===== src/logic/fault_summary_pkg.sv =====
// Shared constants and carrier types for the fault summary status register
package fault_summary_pkg;

  // ----------------------------------------
  // Register layout
  // ----------------------------------------
  localparam int STATUS_W = 16;
  localparam logic [15:0] STATUS_RESET = 16'h0347;
  localparam int BIT_WIRE_HEATING = 15;
  localparam int BIT_LOW_POWER_EXIT = 14;
  localparam int BIT_THERMAL = 13;
  localparam int BIT_OVERCURRENT = 12;
  localparam int BIT_BATTERY_SHORT = 11;
  localparam int BIT_OPEN_LOAD = 10;
  localparam int BIT_SUPPLY_SUMMARY = 9;
  localparam int BIT_GLOBAL_SUMMARY = 8;
  localparam int BIT_FALLBACK = 7;
  localparam int BIT_POWER_ON = 6;
  localparam int BIT_RESERVED = 5;
  localparam int BIT_SERIAL_ERR = 4;
  localparam int BIT_LINK_TIMEOUT = 3;
  localparam int BIT_LOGIC_LOW = 2;
  localparam int BIT_BATT_WARN = 1;
  localparam int BIT_BATT_UV = 0;
  localparam int CHAN_FAULTS = 6;
  localparam int SUPPLY_CONDS = 3;

  // ----------------------------------------
  // Carriers
  // ----------------------------------------
  // Field order matches bits 15 down to 10
  typedef struct packed {
    logic wire_heating_fault;
    logic low_power_exit_fault;
    logic thermal_shutdown_fault;
    logic overcurrent_fault;
    logic battery_short_fault;
    logic open_load_fault;
  } chan_fault_t;

  // Field order matches bits 2 down to 0
  typedef struct packed {
    logic logic_supply_low;
    logic battery_low_warning;
    logic battery_undervoltage;
  } supply_cond_t;

  typedef struct packed {
    logic read_global;
    logic read_channel;
    logic write_global;
    logic [15:0] write_data;
  } reg_access_t;

endpackage


===== src/logic/fault_summary_status.sv =====
// Fault summary status register of a dual-channel high-side switch
`timescale 1ns/1ns
module fault_summary_status (
  input wire logic clk,
  input wire logic reset_n,
  input wire fault_summary_pkg::reg_access_t reg_access,
  input wire fault_summary_pkg::chan_fault_t chan1_faults,
  input wire fault_summary_pkg::chan_fault_t chan2_faults,
  input wire fault_summary_pkg::supply_cond_t supply_async,
  input wire logic fault_latch_select,
  input wire logic serial_err_mask,
  input wire logic fallback_mode_flag,
  input wire logic serial_frame_error,
  input wire logic link_watchdog_enable,
  input wire logic link_timeout_event,
  output logic [15:0] read_data_r,
  output logic fault_pin_request_r,
  output logic [15:0] status_value
);

  // ----------------------------------------
  // Condition gathering
  // ----------------------------------------
  fault_summary_pkg::supply_cond_t supply_s;
  logic [fault_summary_pkg::CHAN_FAULTS:0] sum_cond;
  logic [fault_summary_pkg::CHAN_FAULTS:0] sum_q;
  logic sum_clear;
  logic [7:0] glob_set;
  logic [7:0] glob_cond;
  logic [7:0] glob_clear;
  logic [7:0] glob_q;
  logic [7:0] glob_nxt;
  logic summary_nxt;
  logic summary_q;
  logic summary_clear;
  logic serial_err_seen;
  logic [15:0] status;
  logic [15:0] read_data_nxt;
  logic fault_pin_nxt;

  // Supply comparators are analogue and asynchronous to the core clock
  level_sync #(
    .WIDTH(fault_summary_pkg::SUPPLY_CONDS)
  ) u_supply_sync (
    .clk(clk),
    .reset_n(reset_n),
    .async_in(supply_async),
    .level_out(supply_s)
  );

  // Channel causes OR across both channels, supply cause below them
  always_comb begin
    sum_cond = {chan1_faults | chan2_faults,
                supply_s.logic_supply_low | supply_s.battery_undervoltage};
  end

  // Without latching, clearing every cycle makes the bits follow their causes
  assign sum_clear = reg_access.read_channel | ~fault_latch_select;

  // ----------------------------------------
  // Channel and supply summary bits 15..9
  // ----------------------------------------
  // Each bit set wins over a channel-status read that lands the same cycle
  for (genvar i = 0; i <= fault_summary_pkg::CHAN_FAULTS; i++) begin : g_sum
    sticky_flag #(
      .RESET_VAL(fault_summary_pkg::STATUS_RESET[fault_summary_pkg::BIT_SUPPLY_SUMMARY + i])
    ) u_flag (
      .clk(clk),
      .reset_n(reset_n),
      .set_in(sum_cond[i]),
      .cond_in(sum_cond[i]),
      .clear_in(sum_clear),
      .flag_nxt(),
      .flag_r(sum_q[i])
    );
  end

  // ----------------------------------------
  // Global flags 7..0
  // ----------------------------------------
  assign serial_err_seen = serial_frame_error & ~serial_err_mask;

  // Sources, causes and clears per global bit; bit 5 has none
  always_comb begin
    glob_set = '0;
    glob_cond = '0;
    glob_clear = {8{reg_access.read_global}};
    glob_set[fault_summary_pkg::BIT_FALLBACK] = fallback_mode_flag;
    glob_cond[fault_summary_pkg::BIT_FALLBACK] = fallback_mode_flag;
    glob_clear[fault_summary_pkg::BIT_FALLBACK] =
      reg_access.write_global & reg_access.write_data[fault_summary_pkg::BIT_FALLBACK];
    glob_set[fault_summary_pkg::BIT_SERIAL_ERR] = serial_err_seen;
    glob_cond[fault_summary_pkg::BIT_SERIAL_ERR] = serial_err_seen;
    glob_set[fault_summary_pkg::BIT_LINK_TIMEOUT] = link_watchdog_enable & link_timeout_event;
    glob_cond[fault_summary_pkg::BIT_LINK_TIMEOUT] = link_watchdog_enable & link_timeout_event;
    glob_set[fault_summary_pkg::BIT_LOGIC_LOW] = supply_s.logic_supply_low;
    glob_cond[fault_summary_pkg::BIT_LOGIC_LOW] = supply_s.logic_supply_low;
    glob_set[fault_summary_pkg::BIT_BATT_WARN] = supply_s.battery_low_warning;
    glob_cond[fault_summary_pkg::BIT_BATT_WARN] = supply_s.battery_low_warning;
    glob_set[fault_summary_pkg::BIT_BATT_UV] = supply_s.battery_undervoltage;
    glob_cond[fault_summary_pkg::BIT_BATT_UV] = supply_s.battery_undervoltage;
  end

  // Power-on flag has no cause after reset, so any global read clears it
  for (genvar i = 0; i < 8; i++) begin : g_glob
    if (i == fault_summary_pkg::BIT_RESERVED) begin : g_rsv
      assign glob_q[i] = 1'b0;
      assign glob_nxt[i] = 1'b0;
    end else begin : g_bit
      sticky_flag #(
        .RESET_VAL(fault_summary_pkg::STATUS_RESET[i])
      ) u_flag (
        .clk(clk),
        .reset_n(reset_n),
        .set_in(glob_set[i]),
        .cond_in(glob_cond[i]),
        .clear_in(glob_clear[i]),
        .flag_nxt(glob_nxt[i]),
        .flag_r(glob_q[i])
      );
    end
  end

  // ----------------------------------------
  // Global summary bit 8
  // ----------------------------------------
  // Looks at next values so one read clears bit 8 together with its sources
  assign summary_nxt = |glob_nxt;
  assign summary_clear = reg_access.read_global | ~fault_latch_select;

  sticky_flag #(
    .RESET_VAL(fault_summary_pkg::STATUS_RESET[fault_summary_pkg::BIT_GLOBAL_SUMMARY])
  ) u_summary (
    .clk(clk),
    .reset_n(reset_n),
    .set_in(summary_nxt),
    .cond_in(summary_nxt),
    .clear_in(summary_clear),
    .flag_nxt(),
    .flag_r(summary_q)
  );

  // ----------------------------------------
  // Read path and fault pin request
  // ----------------------------------------
  // Writes touch only bit 7; every other bit ignores write data
  assign status = {sum_q, summary_q, glob_q};
  assign status_value = status;

  // Read data is the value before the read's own clearing takes effect
  always_comb begin
    read_data_nxt = read_data_r;
    if (reg_access.read_global) begin
      read_data_nxt = status;
    end
    fault_pin_nxt = |status;
  end

  always_ff @(posedge clk or negedge reset_n) begin
    if (!reset_n) begin
      read_data_r <= '0;
      fault_pin_request_r <= 1'b0;
    end else begin
      read_data_r <= read_data_nxt;
      fault_pin_request_r <= fault_pin_nxt;
    end
  end

  // ----------------------------------------
  // Assertions
  // ----------------------------------------
  a_reserved_zero: assert property (@(posedge clk) disable iff (!reset_n)
    status[fault_summary_pkg::BIT_RESERVED] == 1'b0)
    else $error("Reserved bit reads nonzero");

  a_wire_heat_set: assert property (@(posedge clk) disable iff (!reset_n)
    (chan1_faults.wire_heating_fault || chan2_faults.wire_heating_fault) |=> status[15])
    else $error("Wire heating fault not shown");

  a_lpm_exit_set: assert property (@(posedge clk) disable iff (!reset_n)
    chan2_faults.low_power_exit_fault |=> status[14])
    else $error("Low power exit fault not shown");

  a_live_follow: assert property (@(posedge clk) disable iff (!reset_n)
    (!fault_latch_select && !chan1_faults.overcurrent_fault && !chan2_faults.overcurrent_fault)
    |=> !status[12])
    else $error("Unlatched overcurrent bit did not follow cause");

  a_latch_hold: assert property (@(posedge clk) disable iff (!reset_n)
    (fault_latch_select && status[13] && !reg_access.read_channel) |=> status[13])
    else $error("Latched thermal bit dropped without read");

  a_latch_clear: assert property (@(posedge clk) disable iff (!reset_n)
    (reg_access.read_channel && !chan1_faults.open_load_fault && !chan2_faults.open_load_fault)
    |=> !status[10])
    else $error("Open load bit not cleared by channel read");

  a_supply_sum: assert property (@(posedge clk) disable iff (!reset_n)
    supply_s.battery_undervoltage |=> status[9] && status[0])
    else $error("Supply undervoltage not shown");

  a_global_sum: assert property (@(posedge clk) disable iff (!reset_n)
    (|status[7:0]) |-> status[8])
    else $error("Global summary missing");

  a_fallback_w1c: assert property (@(posedge clk) disable iff (!reset_n)
    (reg_access.write_global && reg_access.write_data[7] && !fallback_mode_flag) |=> !status[7])
    else $error("Fallback flag not cleared by write one");

  a_por_clear: assert property (@(posedge clk) disable iff (!reset_n)
    reg_access.read_global |=> !status[6] ##1 !status[6])
    else $error("Power-on flag survived a read");

  a_serial_mask: assert property (@(posedge clk) disable iff (!reset_n)
    (serial_err_mask && !status[4]) |=> !status[4])
    else $error("Masked serial error set the flag");

  a_serial_set: assert property (@(posedge clk) disable iff (!reset_n)
    (serial_frame_error && !serial_err_mask) |=> status[4])
    else $error("Serial error not latched");

  a_timeout_set: assert property (@(posedge clk) disable iff (!reset_n)
    (link_watchdog_enable && link_timeout_event) |=> status[3])
    else $error("Link timeout not latched");

  a_read_keeps: assert property (@(posedge clk) disable iff (!reset_n)
    (reg_access.read_global && supply_s.logic_supply_low) |=> status[2])
    else $error("Flag with live cause cleared by read");

  a_read_data: assert property (@(posedge clk) disable iff (!reset_n)
    reg_access.read_global |=> read_data_r == $past(status))
    else $error("Read data does not match status");

  a_thermal_set: assert property (@(posedge clk) disable iff (!reset_n)
    (chan1_faults.thermal_shutdown_fault || chan2_faults.thermal_shutdown_fault) |=> status[13])
    else $error("Thermal shutdown fault not shown");

  a_overcurrent_set: assert property (@(posedge clk) disable iff (!reset_n)
    (chan1_faults.overcurrent_fault || chan2_faults.overcurrent_fault) |=> status[12])
    else $error("Overcurrent fault not shown");

  a_short_set: assert property (@(posedge clk) disable iff (!reset_n)
    (chan1_faults.battery_short_fault || chan2_faults.battery_short_fault) |=> status[11])
    else $error("Battery short fault not shown");

  a_open_load_set: assert property (@(posedge clk) disable iff (!reset_n)
    (chan1_faults.open_load_fault || chan2_faults.open_load_fault) |=> status[10])
    else $error("Open load fault not shown");

  a_logic_low_set: assert property (@(posedge clk) disable iff (!reset_n)
    supply_s.logic_supply_low |=> status[2] && status[9])
    else $error("Logic supply low not shown");

  a_batt_warn_set: assert property (@(posedge clk) disable iff (!reset_n)
    supply_s.battery_low_warning |=> status[1])
    else $error("Battery low warning not shown");

  a_uv_clear: assert property (@(posedge clk) disable iff (!reset_n)
    (reg_access.read_global && !supply_s.battery_undervoltage) |=> !status[0])
    else $error("Battery undervoltage flag survived a read with cause gone");

  a_fallback_set: assert property (@(posedge clk) disable iff (!reset_n)
    fallback_mode_flag |=> status[7])
    else $error("Fallback mode not shown");

  a_write_ignored: assert property (@(posedge clk) disable iff (!reset_n)
    (reg_access.write_global && !reg_access.read_global) |=> status[6] == $past(status[6]))
    else $error("Write changed the power-on flag");

  a_summary_hold: assert property (@(posedge clk) disable iff (!reset_n)
    (fault_latch_select && status[8] && !reg_access.read_global) |=> status[8])
    else $error("Latched summary dropped without read");

  c_por_read: cover property (@(posedge clk) disable iff (!reset_n)
    status[6] ##1 reg_access.read_global ##1 !status[6]);
  c_latched_clear: cover property (@(posedge clk) disable iff (!reset_n)
    fault_latch_select && status[12] ##1 reg_access.read_channel ##1 !status[12]);
  c_fallback_clear: cover property (@(posedge clk) disable iff (!reset_n)
    status[7] ##1 reg_access.write_global ##1 !status[7]);
  c_serial_masked: cover property (@(posedge clk) disable iff (!reset_n)
    serial_frame_error && serial_err_mask);
  c_unlatched_follow: cover property (@(posedge clk) disable iff (!reset_n)
    !fault_latch_select && (|status[15:10]) ##1 !fault_latch_select && !(|status[15:10]));

endmodule


===== src/logic/level_sync.sv =====
// Three-stage synchroniser with agreement filter for asynchronous levels
`timescale 1ns/1ns
module level_sync #(
  parameter int WIDTH = 3
) (
  input wire logic clk,
  input wire logic reset_n,
  input wire logic [WIDTH-1:0] async_in,
  output logic [WIDTH-1:0] level_out
);

  logic [WIDTH-1:0] meta_r;
  logic [WIDTH-1:0] stage2_r;
  logic [WIDTH-1:0] stage3_r;
  logic [WIDTH-1:0] level_r;
  logic [WIDTH-1:0] level_nxt;

  // A change is accepted only once stages two and three agree
  always_comb begin
    level_nxt = level_r;
    for (int i = 0; i < WIDTH; i++) begin
      if (stage2_r[i] == stage3_r[i]) begin
        level_nxt[i] = stage3_r[i];
      end
    end
  end

  // Stage one feeds stage two only
  always_ff @(posedge clk or negedge reset_n) begin
    if (!reset_n) begin
      meta_r <= '0;
      stage2_r <= '0;
      stage3_r <= '0;
      level_r <= '0;
    end else begin
      meta_r <= async_in;
      stage2_r <= meta_r;
      stage3_r <= stage2_r;
      level_r <= level_nxt;
    end
  end

  assign level_out = level_r;

endmodule


===== src/logic/sticky_flag.sv =====
// One status flag: set by an event, held until cleared with its cause gone
`timescale 1ns/1ns
module sticky_flag #(
  parameter logic RESET_VAL = 1'b0
) (
  input wire logic clk,
  input wire logic reset_n,
  input wire logic set_in,
  input wire logic cond_in,
  input wire logic clear_in,
  output logic flag_nxt,
  output logic flag_r
);

  // Set beats clear; a clear is refused while the cause is still present
  always_comb begin
    flag_nxt = set_in | (flag_r & ~(clear_in & ~cond_in));
  end

  always_ff @(posedge clk or negedge reset_n) begin
    if (!reset_n) begin
      flag_r <= RESET_VAL;
    end else begin
      flag_r <= flag_nxt;
    end
  end

endmodule


===== config.mk =====
export PLATFORM = sky130hd
export DESIGN_NAME = fault_summary_status
export DESIGN_NICKNAME = d
export VERILOG_FILES = /design/src/logic/fault_summary_pkg.sv /design/src/logic/fault_summary_status.sv /design/src/logic/level_sync.sv /design/src/logic/sticky_flag.sv
export SDC_FILE = /design/constraint.sdc
export NUM_CORES = 1
export LEC_CHECK = 0
export ABC_AREA = 0
export BUFFER_PORTS_ARGS = -buffer_cell sky130_fd_sc_hd__buf_2
export CAP_MARGIN = 20
export CORE_ASPECT_RATIO = 1.25
export CORE_MARGIN = 2
export CORE_UTILIZATION = 49
export CTS_CLUSTER_SIZE = 25
export DETAILED_ROUTE_END_ITERATION = 12
export GPL_ROUTABILITY_DRIVEN = 0
export PLACE_DENSITY_LB_ADDON = 0.25
export SLEW_MARGIN = 30
export SYNTH_ARGS = -nofsm -noshare
export SYNTH_HDL_FRONTEND = slang
export SYNTH_SLANG_ARGS = --single-unit
export TNS_END_PERCENT = 30

===== constraint.sdc =====
create_clock -name clk -period 2.7 [get_ports clk]
set_clock_uncertainty 0.2 [all_clocks]
set_input_delay 0.27 -clock clk [delete_from_list [all_inputs] [get_ports clk]]
set_output_delay 0.27 -clock clk [all_outputs]
set_load 0.005 [all_outputs]

# == Yosys cells after proc, flatten, opt, wreduce, memory -nomap -nowiden ==
# Cells that the tools add are included.
# W data, S select, Z words.
# op_classes
eq_ne,3
n_bitwise,81
reduce_logical,2
# op_table
op,n
$and A1 B1 Y1,32
$not A1 Y1,31
$or A1 B1 Y1,17
$reduce_or A15 Y1,1
$reduce_or A7 Y1,1
$or A6 B6 Y6,1
$eq A1 B1 Y1,3
# totals
regBits,43
out_inout_bits,33
wordCells,109

# == Logic depth before layout (Yosys ltp) ==
# logic_depth
depth_word,13
depth_mapped,4
ltp_nobuf,3

# == Hierarchy ==
# Synthesis repeated with hierarchy kept, for this count alone.
# unflattened
cells_unflattened,117
hier_area_um2,1704.1
# modules_own_cells
mod,instances,cells_each,area_each_um2,seq_area_each_um2
fault_summary_status,1,57,780.7,400.4
sticky_flag at g_glob[3].g_bit.u_flag ...,9,3,38.8,25.0
level_sync,1,15,334.1,300.3
sticky_flag at g_glob[0].g_bit.u_flag ...,6,3,40.0,26.3

# == Worst setup path before layout ==
# Ideal clock, no wire load.
# synth_path
path_type,register to register
startpoint,register g_glob[1].g_bit.u_flag.flag_r
endpoint,register u_summary.flag_r
setup_time_ns,0.094
arrival_time_ns,1.416
t_required_ns,2.406
setup_slack_ns,0.990
path_stages_with_launch,4
n_path_buf,0
period_less_slack_ns,1.710
cell_sequence,dfstp_2 > or4_4 > o21ai_1 > or4b_1
# synth_between
elab_chain_cells,8
# synth_rtl
item,line_no,rtl
start: declaration,sticky_flag.sv:12,output logic flag_r
start signal: assignment,sticky_flag.sv:24,flag_r <= flag_nxt;
$and A1 B1 Y1 (*),sticky_flag.sv:17,flag_nxt = set_in | (flag_r & ~(clear_in & ~cond_in));
$or A1 B1 Y1 (*),sticky_flag.sv:17,
$reduce_or A7 Y1 (*),fault_summary_status.sv:128,assign summary_nxt = |glob_nxt;
$not A1 Y1,sticky_flag.sv:17,
$and A1 B1 Y1,sticky_flag.sv:17,
$not A1 Y1,sticky_flag.sv:17,
$and A1 B1 Y1,sticky_flag.sv:17,
$or A1 B1 Y1 (*),sticky_flag.sv:17,
named net u_summary.flag_nxt,sticky_flag.sv:11,"output logic flag_nxt,"
end signal: assignment,sticky_flag.sv:24,
end: declaration,sticky_flag.sv:12,
# Mark *: on every way through the listed nets, which the timed path passes. The rest lies on a longest branch.
# A chain may end at the register's enable or synchronous reset.

# == Final worst setup path ==
# layout_path
startpoint,input chan1_faults[0] (netlist bit)
endpoint,register g_sum[1].u_flag.flag_r
# layout_between
elab_chain_cells,6
# layout_rtl
item,line_no,rtl
start: declaration,fault_summary_status.sv:7,"input wire fault_summary_pkg::chan_fault_t chan1_faults,"
$or A6 B6 Y6 (*),fault_summary_status.sv:53,"sum_cond = {chan1_faults | chan2_faults,"
$not A1 Y1,sticky_flag.sv:17,
$and A1 B1 Y1,sticky_flag.sv:17,
$not A1 Y1,sticky_flag.sv:17,
$and A1 B1 Y1,sticky_flag.sv:17,
$or A1 B1 Y1 (*),sticky_flag.sv:17,
named net g_sum[1].u_flag.flag_nxt,sticky_flag.sv:11,
end signal: assignment,sticky_flag.sv:24,
end: declaration,sticky_flag.sv:12,
# Marks and branches as above.

==> impl_metrics.py <==
metrics = {
    "timing": {
        "setup_slack_ns": 0.9132,
        "rsz0062_at_grt": "false",
        "min_period_ns": 1.787,
        "finalSetupTns_ns": 0,
        "relSlewSlack_pct": 55.82,
        "setup_violations": 0,
        "period_share_pct": 66.18,
        "worst_pin_slew_ns": 0.6614,
        "hold_violations": 0,
        "final_max_slew_viol_count": 0,
        "max_freq_ghz": 0.5597,
        "whs_ns": 0.01654,
    },
    "critical_path": {
        "cp_cell_sequence": "dlygate4sd3_1, buf_2, a211o_1, dlygate4sd3_1",
        "critPathMaxFanout": 1,
        "crit_buf_inv": 3,
        "end_kind": "flip-flop",
        "rrSetupSlack_ns": 0.93,
        "cp_data_arrival_time_ns": 1.77,
        "crit_slowest_cell": "dlygate4sd3_1",
        "slowest_delay_ns": 0.56,
        "crit_type": "input pin to flip-flop",
        "startpoint_type": "input pin",
        "critical_path_required_ns": 2.68,
        "cpMostUsedCell": "dlygate4sd3_1",
        "cp_top_family": "buffers and inverters",
    },
    "global_route": {
        "grt_max_degree": 44,
        "track_usage_pct": 18.18,
        "antenna_found_initial": 0,
        "grt_pass1_wl_um": 4981,
        "grt_overflow_total": 0,
        "grt_pass1_vias": 1082,
    },
    "logic_synthesis": {
        "yosysWarnings": 0,
        "synth_cells": 114,
        "syn_area_per_cell_um2": 14.41,
        "yosysSeqAreaShare_pct": 65.96,
        "ys_types": 23,
        "synth-seq-cells": 43,
        "syn-cell-area_mm2": 0.001643,
    },
    "clock_tree": {
        "cts_hold_buf": 17,
        "cts_buffer_depth": 2,
        "cts_tree": "built",
        "numCtsBuffers": 5,
        "post_cts_resized": 0,
        "clock-sinks": 43,
        "clk_pin_slew_ns": 0.08,
        "postCtsSetupBuffers": 0,
        "cts_root_buffer": "clkbuf_8",
        "clk_latency_ns": 0.29,
        "h-tree-depth": 2,
    },
    "final_layout": {
        "drive_above_1_share_pct": 50.28,
        "nNetsFinal": 218,
        "synthToLayoutAreaGrowth_pct": 27.11,
        "antenna_cells": 0,
    },
    "route": {
        "drt-pass1-iter-count": 3,
        "via_per_inst": 4.977,
        "drc_errors": 0,
        "ant_nets": 0,
        "drtIter0Drc": 27,
        "drt-total-wl_um": 3123,
        "num_vias": 1065,
        "post_drt_wl_per_cell_um": 14.59,
    },
    "job": {
        "cap_violations": 0,
    },
    "floorplanning": {
        "core_mm2": 0.003194,
        "dieWidth_um": 55.79,
        "dieArea_mm2": 0.003835,
        "die_y_um": 68.74,
        "io_pins": 75,
        "rows": 23,
        "start_util_pct": 51.43,
    },
    "pwr": {
        "power.density_mw_per_mm2": 608.9,
        "p_leak_nw": 0.9333,
        "peakVddDrop_mv": 0.4542,
    },
    "placed_design": {
        "pre_cts_slack_ns": 0.8546,
        "io_buffers": 57,
        "dp_hpwl_um": 2036,
    },
    "outcome": {
        "outcome": "finished, final reports clean",
    },
    "worst_hold_path": {
        "min_path_type": "input pin to flip-flop",
    },
}
==> sequential cells by signal (all words and copies together), names as in the netlist <==
signal,flops
g_glob.g_bit.u_flag.flag_r,7
u_supply_sync.stage2_r,3
fault_pin_request_r,1
u_supply_sync.stage3_r,3
read_data_r,15
u_summary.flag_r,1
u_supply_sync.meta_r,3
g_sum.u_flag.flag_r,7
u_supply_sync.level_out,3
==> cell usage in the layout, fill, tap and decap left out <==
| cell type | instances |
|---|---|
| o21ai_1 | 1 |
| a211o_1 | 7 |
| o21ai_0 | 2 |
| maj3_1 | 3 |
| nand2_1 | 2 |
| or4b_1 | 1 |
| buf_4 | 1 |
| or4_4 | 1 |
| nor4_1 | 2 |
| nand2b_1 | 1 |
| buf_2 | 56 |
| inv_1 | 3 |
| a21o_2 | 2 |
| nand4_1 | 1 |
| mux2_2 | 15 |
| dlygate4sd3_1 | 17 |
| nand3_1 | 1 |
| nor2b_1 | 2 |
| nor2_1 | 3 |
| clkbuf_8 | 5 |
| dfrtp_1 | 37 |
| conb_1 | 2 |
| a21o_1 | 3 |
| dfstp_2 | 6 |
| clkinv_2 | 3 |
==> synth_stat cells (all sizes together) <==
| cell | count | area, um^2 |
|---|---|---|
| dfrtp | 37 | 925.9 |
| buf | 18 | 138.9 |
| mux2 | 15 | 168.9 |
| a211o | 7 | 61.31 |
| dfstp | 6 | 157.7 |
| a21o | 5 | 40.04 |
| inv | 3 | 11.26 |
| maj3 | 3 | 30.03 |
| nor2 | 3 | 11.26 |
| o21ai | 3 | 15.01 |
| clkbuf | 2 | 7.510 |
| nand2 | 2 | 7.510 |
| nor2b | 2 | 12.51 |
| nor4 | 2 | 12.51 |
| conb | 1 | 3.750 |
| nand2b | 1 | 6.260 |
| nand3 | 1 | 5.000 |
| nand4 | 1 | 6.260 |
| or4 | 1 | 11.26 |
| or4b | 1 | 10.01 |
==> layout make-up <==
type / instances / area (um^2)
clock inverter: 3 / 15.01
inverter: 3 / 11.26
fill: 262 / 1106
timing repair buffer: 74 / 457.9
tap: 37 / 46.29
multi-input combinational: 49 / 405.4
clock buffer: 5 / 68.82
sequential: 43 / 1084
==> worst reg2reg max path: stages, from the launching register on <==
cell and delay, ns:
dfstp_2 0.39, or4_4 0.53, o21ai_1 0.14, or4b_1 0.44
==> worst paths after layout <==
path	start	to	cells past startpoint
max in group asynchronous	reset_n	g_glob[0].g_bit.u_flag.flag_r	2
worst max register to register	g_glob[1].g_bit.u_flag.flag_r	u_summary.flag_r	3
worst min register to register	u_supply_sync.meta_r[1]	u_supply_sync.stage2_r[1]	0
worst min-delay path	link_timeout_event	g_glob[3].g_bit.u_flag.flag_r	3
worst max-delay path	chan1_faults[0]	g_sum[1].u_flag.flag_r	4
min in group asynchronous	reset_n	read_data_r[3]	2
==> metrics by stage <==
| stage | cells | area [um^2] | util [%] | power (mW) |
|---|---|---|---|---|
| 3_3_place_gp | 189 | 1832 | 57.34 | 0.8716 |
| 4_1_cts | 214 | 2086 | 65.30 | 1.289 |
| 2_1_floorplan | 115 | 1647 | - | 0.8191 |
| 5_1_grt | 214 | 2088 | 65.37 | 1.346 |
| 3_5_place_dp | 189 | 1832 | 57.34 | 0.8794 |
| 6_report | 214 | 2088 | 65.37 | 1.271 |
==> cell families after synthesis <==
logic type / synth area share (%)
AOI/OAI and AO/OA: 7.083
DFF: 65.96
and+or+nand+nor: 5.027
adders and majority gates: 1.828
buffers and inverters: 9.596
other: 0.2283
muxes: 10.28
==> where the power goes <==
group          switching (mW)  internal [mW]
logic                  0.0629         0.0906
registers              0.0332          0.699
clock network           0.209          0.177
total                   0.305          0.966
==> metal layers <==
| metal | global-route usage, % | part of all wire (%) | up-vias |
|---|---|---|---|
| li1 | - | - | 490 |
| met1 | 19.68 | 37 | 517 |
| met2 | 30.36 | 51 | 46 |
| met3 | 5.784 | 7.1 | 12 |
| met4 | 13.72 | 4.1 | 0 |
| met5 | 0 | 0 | - |
Note: power is estimated with default switching activity, not from simulation.
